$ cat src/hw/pls_pkg.sv
// Shared constants and types of the program loader and its controller end.
// Assumes a single 10 MHz clock shared by both ends.
package pls_pkg;

	// ---------------------------------------------------------------
	// Clock and serial framing
	// ---------------------------------------------------------------
	localparam int unsigned CLK_HZ = 10_000_000;
	localparam int unsigned BAUD = 9600;
	localparam int unsigned DATA_BITS = 7;
	localparam int unsigned STOP_BITS = 2;
	localparam logic [3:0] FRAME_BITS = 4'(1 + DATA_BITS + 1 + STOP_BITS);
	localparam logic [3:0] PAR_POS = 4'(DATA_BITS + 1);
	localparam logic [10:0] BIT_CYC = 11'(CLK_HZ / BAUD);
	localparam logic [10:0] HALF_CYC = 11'(CLK_HZ / BAUD / 2);

	// ---------------------------------------------------------------
	// Timing
	// ---------------------------------------------------------------
	localparam int unsigned TMR_W = 22;
	localparam int unsigned REPLY_MS = 50;
	localparam int unsigned BLINK_MS = 250;
	localparam logic [TMR_W-1:0] REPLY_CYC = TMR_W'(REPLY_MS * (CLK_HZ / 1000));
	localparam logic [TMR_W-1:0] BLINK_CYC = TMR_W'(BLINK_MS * (CLK_HZ / 1000));

	// ---------------------------------------------------------------
	// Link characters
	// ---------------------------------------------------------------
	localparam logic [6:0] CH_ETX = 7'h03;
	localparam logic [6:0] CH_ENQ = 7'h05;
	localparam logic [6:0] CH_ACK = 7'h06;
	localparam logic [6:0] CMD_UPL = 7'h55;
	localparam logic [6:0] CMD_UPT = 7'h54;
	localparam logic [6:0] CMD_DL = 7'h44;
	// Recognised model code range; values arbitrary
	localparam logic [6:0] MODEL_FIRST = 7'h41;
	localparam logic [6:0] MODEL_LAST = 7'h47;

	// ---------------------------------------------------------------
	// EEPROM image layout (256 Kbit, byte wide)
	// ---------------------------------------------------------------
	localparam int unsigned EE_AW = 15;
	localparam logic [EE_AW-1:0] HDR_MODEL = 15'h0000;
	localparam int unsigned DATA_MEM_FIRST = 6144;
	localparam int unsigned DATA_MEM_LAST = 6655;
	localparam logic [EE_AW-1:0] TBL_BASE = 15'h0040;
	localparam logic [EE_AW-1:0] TBL_BYTES = 15'((DATA_MEM_LAST - DATA_MEM_FIRST + 1) * 2);
	localparam logic [EE_AW-1:0] PROG_BASE = 15'h0440;
	// 15.2 Kwords of program plus expansion instructions
	localparam int unsigned PROG_WORDS = 15565;
	localparam int unsigned EXP_INSTR = 18;
	localparam logic [EE_AW-1:0] PROG_MAX = 15'((PROG_WORDS + EXP_INSTR) * 2);

	// ---------------------------------------------------------------
	// Controller-end APB registers
	// ---------------------------------------------------------------
	localparam int unsigned APB_AW = 8;
	localparam logic [7:0] REG_CTRL = 8'h00;
	localparam logic [7:0] REG_TXD = 8'h04;
	localparam logic [7:0] REG_RXD = 8'h08;
	localparam logic [7:0] REG_STS = 8'h0c;
	localparam logic [7:0] REG_MSK = 8'h10;
	localparam int unsigned CTRL_RUN = 7;
	localparam int unsigned CTRL_SW4 = 8;
	localparam logic CTRL_RUN_RST = 1'b1;
	localparam int unsigned STS_W = 4;
	localparam int unsigned STS_RXCH = 0;
	localparam int unsigned STS_PERR = 1;
	localparam int unsigned STS_DLST = 2;
	localparam int unsigned STS_DFLT = 3;
	localparam int unsigned STS_TXBUSY = 8;

	// ---------------------------------------------------------------
	// Loader states and lamp patterns
	// ---------------------------------------------------------------
	typedef enum logic [3:0] {
		ST_POLL = 4'h0, ST_ID = 4'h1, ST_READY = 4'h3, ST_UCMD = 4'h2,
		ST_URX = 4'h6, ST_UHDR = 4'h7, ST_DHDR = 4'h5, ST_DCMD = 4'h4,
		ST_DTX = 4'hc, ST_DACK = 4'hd, ST_HOLD = 4'hf
	} pls_ldr_st_e;

	typedef enum logic [2:0] {
		IND_OFF, IND_LINK, IND_BUSY, IND_COMM, IND_MISM, IND_FAULT
	} pls_ind_e;

endpackage : pls_pkg

$ cat src/hw/pls_if.sv
// Serial link between the loader and the controller's peripheral port.
// Assumes both ends share pclk; idle line level is high.
`timescale 1ns/10ps
interface pls_if;
	logic ldr_txd;
	logic ctl_txd;
	modport loader (output ldr_txd, input ctl_txd);
	modport ctrl (input ldr_txd, output ctl_txd);
endinterface : pls_if

$ cat src/hw/pls_loader.sv
// Program loader: three buttons copy a controller program to a socketed
// EEPROM or back, two lamps report link, transfer and fault states.
// Assumes a byte-wide EEPROM port with one-cycle read latency that raises
// ee_busy in the cycle after a write and holds it until the write is done.
`timescale 1ns/10ps
module pls_loader #(
	parameter logic [pls_pkg::TMR_W-1:0] REPLY_CYC = pls_pkg::REPLY_CYC,
	parameter logic [pls_pkg::TMR_W-1:0] BLINK_CYC = pls_pkg::BLINK_CYC
) (
	// Clock and reset
	input wire logic pclk,
	input wire logic presetn,
	// Link
	pls_if.loader lnk,
	// Buttons, high while pressed
	input wire logic program_only_copy_button,
	input wire logic program_and_table_copy_button,
	input wire logic restore_to_controller_button,
	// Lamps
	output logic link_lamp,
	output logic fault_lamp,
	// EEPROM
	input wire logic ee_present,
	input wire logic ee_busy,
	input wire logic [7:0] ee_rdata,
	output logic [pls_pkg::EE_AW-1:0] ee_addr,
	output logic [7:0] ee_wdata,
	output logic ee_we,
	output logic ee_re
);
	localparam int unsigned AW = pls_pkg::EE_AW;
	localparam int unsigned TW = pls_pkg::TMR_W;

	typedef struct packed {
		pls_pkg::pls_ldr_st_e st;
		pls_pkg::pls_ind_e ind;
		logic [TW-1:0] tmr;
		logic [TW-1:0] btmr;
		logic blk;
		logic [2:0] btn;
		logic tbl;
		logic [1:0] ph;
		logic [1:0] sub;
		logic [AW-1:0] ptr;
		logic [AW-1:0] cnt;
		logic [AW-1:0] len;
		logic [6:0] sum;
		logic [6:0] model;
		logic [6:0] hmodel;
		logic go;
		logic [6:0] ch;
		logic we;
		logic re;
		logic [AW-1:0] ea;
		logic [7:0] ed;
		logic link;
		logic fault;
	} pls_ldr_s;

	pls_ldr_s st_r;
	pls_ldr_s st_nxt;
	logic tx_busy;
	logic [6:0] rx_ch;
	logic rx_valid;
	logic rx_perr;
	logic [2:0] btn;
	logic [2:0] pr;
	logic free;
	logic tout;
	logic [AW-1:0] hlen;

	pls_uart u_uart (
		.pclk(pclk),
		.presetn(presetn),
		.tx_ch(st_r.ch),
		.tx_go(st_r.go),
		.tx_busy(tx_busy),
		.txd(lnk.ldr_txd),
		.rxd(lnk.ctl_txd),
		.rx_ch(rx_ch),
		.rx_valid(rx_valid),
		.rx_perr(rx_perr)
	);

	always_comb begin
		st_nxt = st_r;
		st_nxt.go = 1'b0;
		st_nxt.we = 1'b0;
		st_nxt.re = 1'b0;
		btn = {restore_to_controller_button, program_and_table_copy_button,
			program_only_copy_button};
		st_nxt.btn = btn;
		pr = btn & ~st_r.btn;
		free = !tx_busy && !st_r.go;
		tout = st_r.tmr == '0;
		hlen = {ee_rdata[6:0], st_r.len[7:0]};
		st_nxt.tmr = tout ? st_r.tmr : st_r.tmr - 22'h000001;
		if (st_r.btmr == '0) begin
			st_nxt.btmr = BLINK_CYC - 22'h000001;
			st_nxt.blk = !st_r.blk;
		end else begin
			st_nxt.btmr = st_r.btmr - 22'h000001;
		end
		// -----------------------------------------------------------
		// Sequencer
		// -----------------------------------------------------------
		unique case (st_r.st)
			pls_pkg::ST_POLL: begin
				if (free) begin
					st_nxt.go = 1'b1;
					st_nxt.ch = pls_pkg::CH_ENQ;
					st_nxt.tmr = REPLY_CYC;
					st_nxt.st = pls_pkg::ST_ID;
				end
			end
			pls_pkg::ST_ID: begin
				if (rx_valid) begin
					st_nxt.st = pls_pkg::ST_HOLD;
					if (rx_perr) begin
						st_nxt.ind = pls_pkg::IND_COMM;
					end else if (rx_ch >= pls_pkg::MODEL_FIRST && rx_ch <= pls_pkg::MODEL_LAST) begin
						st_nxt.ind = pls_pkg::IND_LINK;
						st_nxt.model = rx_ch;
						st_nxt.tmr = REPLY_CYC;
						st_nxt.st = pls_pkg::ST_READY;
					end else begin
						st_nxt.ind = pls_pkg::IND_FAULT;
					end
				end else if (tout) begin
					st_nxt.ind = pls_pkg::IND_OFF;
					st_nxt.st = pls_pkg::ST_POLL;
				end
			end
			pls_pkg::ST_READY: begin
				if (pr[1:0] != 2'b00) begin
					st_nxt.tbl = pr[1];
					st_nxt.ind = pls_pkg::IND_BUSY;
					st_nxt.st = pls_pkg::ST_UCMD;
				end else if (pr[2]) begin
					st_nxt.ind = pls_pkg::IND_BUSY;
					st_nxt.cnt = '0;
					st_nxt.sub = 2'h0;
					st_nxt.st = pls_pkg::ST_DHDR;
				end else if (tout) begin
					st_nxt.st = pls_pkg::ST_POLL;
				end
			end
			pls_pkg::ST_UCMD: begin
				if (!ee_present) begin
					st_nxt.ind = pls_pkg::IND_FAULT;
					st_nxt.st = pls_pkg::ST_HOLD;
				end else if (free) begin
					st_nxt.go = 1'b1;
					st_nxt.ch = st_r.tbl ? pls_pkg::CMD_UPT : pls_pkg::CMD_UPL;
					st_nxt.ptr = pls_pkg::PROG_BASE;
					st_nxt.cnt = '0;
					st_nxt.sum = '0;
					st_nxt.ph = 2'h0;
					st_nxt.tmr = REPLY_CYC;
					st_nxt.st = pls_pkg::ST_URX;
				end
			end
			pls_pkg::ST_URX: begin
				if (rx_valid) begin
					st_nxt.tmr = REPLY_CYC;
					if (rx_perr) begin
						st_nxt.ind = pls_pkg::IND_COMM;
						st_nxt.st = pls_pkg::ST_HOLD;
					end else if (st_r.ph == 2'h2) begin
						if (rx_ch == st_r.sum) begin
							st_nxt.cnt = '0;
							st_nxt.st = pls_pkg::ST_UHDR;
						end else begin
							st_nxt.ind = pls_pkg::IND_FAULT;
							st_nxt.st = pls_pkg::ST_HOLD;
						end
					end else if (st_r.ph == 2'h0 && rx_ch == pls_pkg::CH_ETX) begin
						st_nxt.len = st_r.cnt;
						st_nxt.cnt = '0;
						st_nxt.ptr = pls_pkg::TBL_BASE;
						st_nxt.ph = st_r.tbl ? 2'h1 : 2'h2;
					end else if (ee_busy || st_r.we || (st_r.ph == 2'h0 && st_r.cnt == pls_pkg::PROG_MAX)) begin
						st_nxt.ind = pls_pkg::IND_FAULT;
						st_nxt.st = pls_pkg::ST_HOLD;
					end else begin
						st_nxt.we = 1'b1;
						st_nxt.ea = st_r.ptr;
						st_nxt.ed = {1'b0, rx_ch};
						st_nxt.sum = st_r.sum ^ rx_ch;
						st_nxt.ptr = st_r.ptr + 15'h0001;
						st_nxt.cnt = st_r.cnt + 15'h0001;
						if (st_r.ph == 2'h1 && st_r.cnt == pls_pkg::TBL_BYTES - 15'h0001) begin
							st_nxt.ph = 2'h2;
						end
					end
				end else if (tout) begin
					st_nxt.ind = pls_pkg::IND_COMM;
					st_nxt.st = pls_pkg::ST_HOLD;
				end
			end
			pls_pkg::ST_UHDR: begin
				// Header last, so a failed upload never validates a partial image
				if (!ee_busy && !st_r.we) begin
					st_nxt.we = 1'b1;
					st_nxt.ea = pls_pkg::HDR_MODEL + st_r.cnt;
					st_nxt.cnt = st_r.cnt + 15'h0001;
					unique case (st_r.cnt[1:0])
						2'h0: st_nxt.ed = {1'b0, st_r.model};
						2'h1: st_nxt.ed = st_r.len[7:0];
						default: begin
							st_nxt.ed = {1'b0, st_r.len[AW-1:8]};
							st_nxt.ind = pls_pkg::IND_LINK;
							st_nxt.tmr = REPLY_CYC;
							st_nxt.st = pls_pkg::ST_READY;
						end
					endcase
				end
			end
			pls_pkg::ST_DHDR: begin
				if (!ee_present) begin
					st_nxt.ind = pls_pkg::IND_FAULT;
					st_nxt.st = pls_pkg::ST_HOLD;
				end else if (st_r.sub == 2'h0) begin
					st_nxt.re = 1'b1;
					st_nxt.ea = pls_pkg::HDR_MODEL + st_r.cnt;
					st_nxt.sub = 2'h1;
				end else if (st_r.sub == 2'h1) begin
					st_nxt.sub = 2'h2;
				end else begin
					st_nxt.sub = 2'h0;
					st_nxt.cnt = st_r.cnt + 15'h0001;
					if (st_r.cnt == 15'h0000) begin
						st_nxt.hmodel = ee_rdata[6:0];
					end else if (st_r.cnt == 15'h0001) begin
						st_nxt.len[7:0] = ee_rdata;
					end else begin
						st_nxt.len = hlen;
						st_nxt.st = pls_pkg::ST_HOLD;
						if (hlen == '0 || hlen > pls_pkg::PROG_MAX) begin
							st_nxt.ind = pls_pkg::IND_FAULT;
						end else if (st_r.hmodel != st_r.model) begin
							st_nxt.ind = pls_pkg::IND_MISM;
						end else begin
							st_nxt.st = pls_pkg::ST_DCMD;
						end
					end
				end
			end
			pls_pkg::ST_DCMD: begin
				if (free) begin
					st_nxt.go = 1'b1;
					st_nxt.ch = pls_pkg::CMD_DL;
					st_nxt.ptr = pls_pkg::PROG_BASE;
					st_nxt.cnt = '0;
					st_nxt.sum = '0;
					st_nxt.ph = 2'h0;
					st_nxt.sub = 2'h0;
					st_nxt.st = pls_pkg::ST_DTX;
				end
			end
			pls_pkg::ST_DTX: begin
				if (st_r.sub == 2'h0 && free) begin
					if (st_r.ph == 2'h0 && st_r.cnt == st_r.len) begin
						st_nxt.go = 1'b1;
						st_nxt.ch = pls_pkg::CH_ETX;
						st_nxt.ph = 2'h1;
						st_nxt.ptr = pls_pkg::TBL_BASE;
						st_nxt.cnt = '0;
					end else if (st_r.ph == 2'h1 && st_r.cnt == pls_pkg::TBL_BYTES) begin
						st_nxt.go = 1'b1;
						st_nxt.ch = st_r.sum;
						st_nxt.tmr = REPLY_CYC;
						st_nxt.st = pls_pkg::ST_DACK;
					end else begin
						st_nxt.re = 1'b1;
						st_nxt.ea = st_r.ptr;
						st_nxt.sub = 2'h1;
					end
				end else if (st_r.sub == 2'h1) begin
					st_nxt.sub = 2'h2;
				end else if (st_r.sub == 2'h2) begin
					st_nxt.go = 1'b1;
					st_nxt.ch = ee_rdata[6:0];
					st_nxt.sum = st_r.sum ^ ee_rdata[6:0];
					st_nxt.ptr = st_r.ptr + 15'h0001;
					st_nxt.cnt = st_r.cnt + 15'h0001;
					st_nxt.sub = 2'h0;
				end
			end
			pls_pkg::ST_DACK: begin
				if (rx_valid && !rx_perr && rx_ch == pls_pkg::CH_ACK) begin
					st_nxt.ind = pls_pkg::IND_LINK;
					st_nxt.tmr = REPLY_CYC;
					st_nxt.st = pls_pkg::ST_READY;
				end else if (rx_valid || tout) begin
					st_nxt.ind = pls_pkg::IND_COMM;
					st_nxt.st = pls_pkg::ST_HOLD;
				end
			end
			pls_pkg::ST_HOLD: begin
				if (pr != 3'b000) begin
					st_nxt.st = pls_pkg::ST_POLL;
				end
			end
			default: st_nxt.st = pls_pkg::ST_POLL;
		endcase
		// -----------------------------------------------------------
		// Lamp patterns
		// -----------------------------------------------------------
		unique case (st_nxt.ind)
			pls_pkg::IND_LINK: {st_nxt.link, st_nxt.fault} = 2'b10;
			pls_pkg::IND_BUSY: {st_nxt.link, st_nxt.fault} = {st_nxt.blk, 1'b0};
			pls_pkg::IND_COMM: {st_nxt.link, st_nxt.fault} = {1'b1, st_nxt.blk};
			pls_pkg::IND_MISM: {st_nxt.link, st_nxt.fault} = 2'b01;
			pls_pkg::IND_FAULT: {st_nxt.link, st_nxt.fault} = {1'b0, st_nxt.blk};
			default: {st_nxt.link, st_nxt.fault} = 2'b00;
		endcase
	end

	always_ff @(posedge pclk or negedge presetn) begin
		if (!presetn) begin
			st_r <= '{st: pls_pkg::ST_POLL, ind: pls_pkg::IND_OFF, default: '0};
		end else begin
			st_r <= st_nxt;
		end
	end

	assign link_lamp = st_r.link;
	assign fault_lamp = st_r.fault;
	assign ee_addr = st_r.ea;
	assign ee_wdata = st_r.ed;
	assign ee_we = st_r.we;
	assign ee_re = st_r.re;

endmodule : pls_loader

$ cat src/hw/pls_uart.sv
// Character transmitter and receiver, 7 data bits, even parity, 2 stops.
// Assumes rxd is already synchronous to pclk.
`timescale 1ns/10ps
module pls_uart (
	// Clock and reset
	input wire logic pclk,
	input wire logic presetn,
	// Transmit side
	input wire logic [pls_pkg::DATA_BITS-1:0] tx_ch,
	input wire logic tx_go,
	output logic tx_busy,
	output logic txd,
	// Receive side
	input wire logic rxd,
	output logic [pls_pkg::DATA_BITS-1:0] rx_ch,
	output logic rx_valid,
	output logic rx_perr
);
	typedef struct packed {
		logic [pls_pkg::FRAME_BITS-1:0] tsh;
		logic [3:0] tbits;
		logic [10:0] ttmr;
		logic rbusy;
		logic [3:0] rbits;
		logic [10:0] rtmr;
		logic [pls_pkg::DATA_BITS:0] rsh;
		logic [pls_pkg::DATA_BITS-1:0] rdat;
		logic rval;
		logic rperr;
	} pls_uart_s;

	localparam pls_uart_s RST = '{tsh: '1, default: '0};

	pls_uart_s st_r;
	pls_uart_s st_nxt;

	always_comb begin
		st_nxt = st_r;
		st_nxt.rval = 1'b0;
		if (st_r.tbits == 4'h0) begin
			if (tx_go) begin
				st_nxt.tsh = {{pls_pkg::STOP_BITS{1'b1}}, ^tx_ch, tx_ch, 1'b0};
				st_nxt.tbits = pls_pkg::FRAME_BITS;
				st_nxt.ttmr = pls_pkg::BIT_CYC - 11'h001;
			end
		end else if (st_r.ttmr == 11'h000) begin
			st_nxt.tsh = {1'b1, st_r.tsh[pls_pkg::FRAME_BITS-1:1]};
			st_nxt.tbits = st_r.tbits - 4'h1;
			st_nxt.ttmr = pls_pkg::BIT_CYC - 11'h001;
		end else begin
			st_nxt.ttmr = st_r.ttmr - 11'h001;
		end
		if (!st_r.rbusy) begin
			if (!rxd) begin
				st_nxt.rbusy = 1'b1;
				st_nxt.rbits = 4'h0;
				st_nxt.rtmr = pls_pkg::HALF_CYC;
			end
		end else if (st_r.rtmr != 11'h000) begin
			st_nxt.rtmr = st_r.rtmr - 11'h001;
		end else begin
			st_nxt.rtmr = pls_pkg::BIT_CYC - 11'h001;
			if (st_r.rbits == 4'h0) begin
				// Glitch shorter than half a bit is no start
				if (rxd) begin
					st_nxt.rbusy = 1'b0;
				end else begin
					st_nxt.rbits = 4'h1;
				end
			end else if (st_r.rbits <= pls_pkg::PAR_POS) begin
				st_nxt.rsh = {rxd, st_r.rsh[pls_pkg::DATA_BITS:1]};
				st_nxt.rbits = st_r.rbits + 4'h1;
			end else begin
				// Only the first stop bit is checked, so back-to-back frames keep up
				st_nxt.rbusy = 1'b0;
				st_nxt.rval = 1'b1;
				st_nxt.rdat = st_r.rsh[pls_pkg::DATA_BITS-1:0];
				st_nxt.rperr = (^st_r.rsh) | !rxd;
			end
		end
	end

	always_ff @(posedge pclk or negedge presetn) begin
		if (!presetn) begin
			st_r <= RST;
		end else begin
			st_r <= st_nxt;
		end
	end

	assign tx_busy = st_r.tbits != 4'h0;
	assign txd = st_r.tsh[0];
	assign rx_ch = st_r.rdat;
	assign rx_valid = st_r.rval;
	assign rx_perr = st_r.rperr;

endmodule : pls_uart

$ cat src/flat_wrapper.sv
// flat-port wrapper written by rule: the top's interface ports become plain ports
module pls_loader_flat 
#(
	parameter logic [pls_pkg::TMR_W-1:0] REPLY_CYC = pls_pkg::REPLY_CYC,
	parameter logic [pls_pkg::TMR_W-1:0] BLINK_CYC = pls_pkg::BLINK_CYC
)
  (pclk, presetn, program_only_copy_button, program_and_table_copy_button, restore_to_controller_button, link_lamp, fault_lamp, ee_present, ee_busy, ee_rdata, ee_addr, ee_wdata, ee_we, ee_re, lnk_ldr_txd, lnk_ctl_txd);
  pls_if lnk_i ();
  input wire logic pclk;
  input wire logic presetn;
  input wire logic program_only_copy_button;
  input wire logic program_and_table_copy_button;
  input wire logic restore_to_controller_button;
  output logic link_lamp;
  output logic fault_lamp;
  input wire logic ee_present;
  input wire logic ee_busy;
  input wire logic [7:0] ee_rdata;
  output logic [pls_pkg::EE_AW-1:0] ee_addr;
  output logic [7:0] ee_wdata;
  output logic ee_we;
  output logic ee_re;
  output wire logic [$bits(lnk_i.ldr_txd)-1:0] lnk_ldr_txd;
  input wire logic [$bits(lnk_i.ctl_txd)-1:0] lnk_ctl_txd;
  assign lnk_ldr_txd = lnk_i.ldr_txd;
  assign lnk_i.ctl_txd = lnk_ctl_txd;
  pls_loader #(.REPLY_CYC(REPLY_CYC), .BLINK_CYC(BLINK_CYC)) u_core (.pclk(pclk), .presetn(presetn), .lnk(lnk_i), .program_only_copy_button(program_only_copy_button), .program_and_table_copy_button(program_and_table_copy_button), .restore_to_controller_button(restore_to_controller_button), .link_lamp(link_lamp), .fault_lamp(fault_lamp), .ee_present(ee_present), .ee_busy(ee_busy), .ee_rdata(ee_rdata), .ee_addr(ee_addr), .ee_wdata(ee_wdata), .ee_we(ee_we), .ee_re(ee_re));
endmodule
$ cat config.mk
export PLATFORM = sky130hd
export DESIGN_NAME = pls_loader_flat
export DESIGN_NICKNAME = d
export VERILOG_FILES = /design/src/hw/pls_pkg.sv /design/src/hw/pls_if.sv /design/src/hw/pls_loader.sv /design/src/hw/pls_uart.sv /design/src/flat_wrapper.sv
export SDC_FILE = /design/constraint.sdc
export NUM_CORES = 1
export LEC_CHECK = 0
export BUFFER_PORTS_ARGS = -buffer_cell sky130_fd_sc_hd__buf_2
export CAP_MARGIN = 0
export CORE_MARGIN = 3
export CORE_UTILIZATION = 45
export CTS_CLUSTER_SIZE = 20
export DETAILED_ROUTE_END_ITERATION = 6
export SYNTH_ARGS = -nofsm -noshare
export SYNTH_HDL_FRONTEND = slang
export SYNTH_SLANG_ARGS = --single-unit
$ cat constraint.sdc
create_clock -name pclk -period 4.4 [get_ports pclk]
set_clock_uncertainty 0.05 [all_clocks]
set_input_delay 0.44 -clock pclk [delete_from_list [all_inputs] [get_ports pclk]]
set_output_delay 0.44 -clock pclk [all_outputs]
set_load 0.01 [all_outputs]
==> reports/qor.txt <==
Number of enable flip-flop cells after synthesis -> 0
Launching point of the worst reg2reg path -> u_core.u_uart.st_r[44]
Critical path start-end classification -> flop to flop
Post-layout total power -> 0.00449 W
DRC Markers -> 0
CTS root buffer -> clkbuf_16
CTS Buffer Depth -> 3
GRT Residual Overflow -> 0
Total of buffers placed on input and output ports -> 43
Tightest Hold Check Type -> primary input to flop
R2r worst-path depth -> 9
FFs w/ async S/R, synth -> 100%
Worst reg2reg setup slack -> 0.86 ns
Final weighted congestion in routability-driven placement -> 0.911
Max-cap violations -> 0
Final-layout setup total negative slack -> 0 ns
Synth Flop Type -> dfrtp_1
Startpoint of the worst setup timing path -> u_core.u_uart.st_r[44]
Setup repair after global routing missed its margin -> no
Total routing usage reported by global routing -> 21.2%
Average footprint of a synthesized cell -> 9.36 µm²
Final max-slew violation count -> 0
Worst-case headroom to the max-slew limit -> 26.7%
Vias -> 10100
Number of antenna violations at the first check in global routing -> 0
Fraction of the yosys area taken by sequential cells -> 44.0%
Largest cells by area after synthesis -> dfrtp_1 42%, mux2_2 4.6%, o21ai_0 3.7%, nand2_1 3.4%, nor2_1 3.3%
Synth unique cells -> 81
Largest vdd supply drop -> 0.000294 V
Final routed wirelength across all metal layers -> 31500 µm
Die height -> 172 µm
Core region area -> 27000 µm²
Portion of the clock cycle consumed by the worst path in the final layout -> 80.5%
Critical Path Sink -> u_core.st_r[85]
Number of instances resized during post-cts repair -> 0
Area Growth Syn to Fin -> 10.5%
Maximum number of pins on one net before global-route repair -> 116
Worst Path Max Fanout -> 25
Nature of the critical path startpoint -> flop
Insertion delay to the later sink of the worst-skew pair -> 0.54 ns
Clock slew at the register clock pins of the worst setup and hold paths -> 0.06 ns
FF-to-FF End -> u_core.st_r[85]
Final routed wire length divided by cell count -> 18.6 µm
Synthesis Warnings -> 0
Effective utilization at floorplan -> 45.9%
Syn Nets -> 1356
First-pass detailed-route iteration total -> 5
Die width -> 172 µm
Worst hold stages -> 3
Highest-count cells in the layout ignoring fill and taps -> 209 x dfrtp_1, 114 x nand2_1, 109 x nor2_1
Portion of synthesized cell area occupied by the leading cell type -> 42.1%
Via count normalized by instance count -> 5.94
Achievable clock frequency -> 0.282 GHz
Most area-hungry cell type in the Yosys netlist -> dfrtp_1
Clock buffers created by TritonCTS -> 25
Nature of the critical path endpoint -> flop
Fill cells -> 2504
Leakage -> 5.84 nW
Area of the die -> 29600 µm²
DP HPWL -> 22100 µm
Final net count -> 1362
Number of sinks driven by the clock tree -> 218
Remaining number of nets flagged by the antenna check after routing -> 0
Wire length of the first global-routing pass -> 51300 µm
Power Dens Cells -> 327 nW/µm²
Number of failing hold endpoints at the final stage -> 0
Number of violations reported at the end of detailed-routing iteration 0 -> 897
Finish-stage setup viols -> 0
Result of the run -> finished, final reports clean
I/O pin total -> 44
Sequential Area -> 5470 µm²
Most frequent standard cell in the layout excluding fill and tap cells -> dfrtp_1
Cells after synthesis -> 1327
Share of post-route cells with drive strength above 1 -> 14.1%
Utilization of the core after routing -> 50.8%
Worst endpoint data arrival time -> 3.90 ns
Post-synthesis sequential element count -> 218
Worst endpoint required time -> 4.76 ns
Clock tree from TritonCTS -> yes
Post-Syn Area -> 12400 µm²
Worst-Margin Slew -> 1.08 ns
Diodes inserted -> 0
Number of global-route vias before repair -> 9431
Num rows -> 60
Area taken by multi-input logic gates -> 6340 µm²
Final critical-path required period -> 3.54 ns
Number of levels in the clock H-tree -> 1
flip-flops by register name, summed over array words and instances (netlist names):
| name | cells |
|---|---|
| u_core.st_r | 126 |
| u_core.ee_wdata | 8 |
| u_core.ee_re | 1 |
| u_core.u_uart.rx_valid | 1 |
| u_core.hlen | 8 |
| u_core.u_uart.rx_perr | 1 |
| u_core.u_uart.txd | 1 |
| u_core.ee_addr | 15 |
| u_core.u_uart.st_r | 47 |
| u_core.u_uart.rx_ch | 7 |
| u_core.ee_we | 1 |
| u_core.fault_lamp | 1 |
| u_core.link_lamp | 1 |
how the worst min path moves through the flow:
stage,from,end,slack (ns)
3_3_place_gp,u_core.st_r[120],u_core.st_r[120],0.41
5_1_grt,ee_rdata[7],u_core.hlen[7],0.15
3_5_place_dp,u_core.st_r[110],u_core.st_r[110],0.42
6_report,ee_rdata[7],u_core.hlen[7],0.15
2_1_floorplan,presetn,u_core.ee_addr[0],0.09
4_1_cts,ee_rdata[7],u_core.hlen[7],0.14
repair_timing:
action	in CTS	in global routing
hold buffers	4	0
hold endpoints to repair	69	0
buffers inserted	0	0
Yosys cell counts, types with 15 or more instances:
| master | instances |
|---|---|
| nor4_1 | 24 |
| dfrtp_1 | 209 |
| mux2i_1 | 19 |
| buf_4 | 25 |
| xor2_1 | 34 |
| inv_1 | 38 |
| o21ai_0 | 93 |
| a22o_1 | 26 |
| o31ai_1 | 47 |
| nand4_1 | 15 |
| mux2_2 | 51 |
| buf_2 | 20 |
| nand2b_1 | 21 |
| nor3_1 | 38 |
| clkbuf_1 | 46 |
| nor2b_1 | 16 |
| nor2_1 | 109 |
| a21oi_1 | 76 |
| and2_1 | 16 |
| a31oi_1 | 15 |
| nand2_1 | 114 |
| nand3_1 | 36 |
| xnor2_1 | 46 |
critical path, cell delays in order, from the launching register on:
cell and delay (ns):
dfrtp_1 0.38, inv_1 0.09, ha_1 0.18, nor3b_1 0.21, buf_4 0.25, nor2b_1 0.51
a21oi_1 0.13, o21a_1 0.49, or3_1 0.72, o41ai_1 0.40
power by group:
part / total, W / internal, W / switching, W
combinational: 0.000177 / 0.0000660 / 0.000111
sequential: 0.00210 / 0.00205 / 0.0000525
clock: 0.00221 / 0.00137 / 0.000836
layout make-up:
type | count | area share [%]
multi-input cells | 977 | 46.2
inverters | 38 | 1.04
clock inverters | 7 | 0.848
repair buffers | 73 | 3.36
well taps | 341 | 3.11
flip-flops and latches | 218 | 39.8
clock buffers | 39 | 5.60
cell families (layout without fill, tap and decap cells):
kind of cell,count (synthesis),after routing,synth area share (%)
AOI/OAI and AO/OA,347,347,18.4
xor gates and xnor gates,80,80,5.64
adders and majority gates,13,13,1.31
buffers and inverters,132,157,5.01
DFF,218,218,44.0
muxes,70,70,6.16
and+or+nand+nor,467,467,19.5
metal layers:
layer | GRT usage (%) | wire length, µm | vias up
met2 | 33.4 | 14100 | 313
met3 | 3.54 | 1970 | 61
met1 | 30.9 | 14600 | 4861
met4 | 5.14 | 819 | 0
met5 | 0 | 0 | -
li1 | - | - | 4820
metrics by stage:
| step | worst slack [ns] | instances | hold WS, ns | instance area [µm²] |
|---|---|---|---|---|
| after detailed placement | 0.980 | 1643 | 0.419 | 12800 |
| after CTS | 0.944 | 1693 | 0.140 | 13700 |
| after floorplan | 1.69 | 1327 | 0.0944 | 12400 |
| final | 0.859 | 1693 | 0.152 | 13700 |
| after global routing | 0.662 | 1693 | 0.146 | 13700 |
| after global placement | 1.09 | 1643 | 0.414 | 12800 |
No activity file was read; power rests on OpenSTA's default activity.
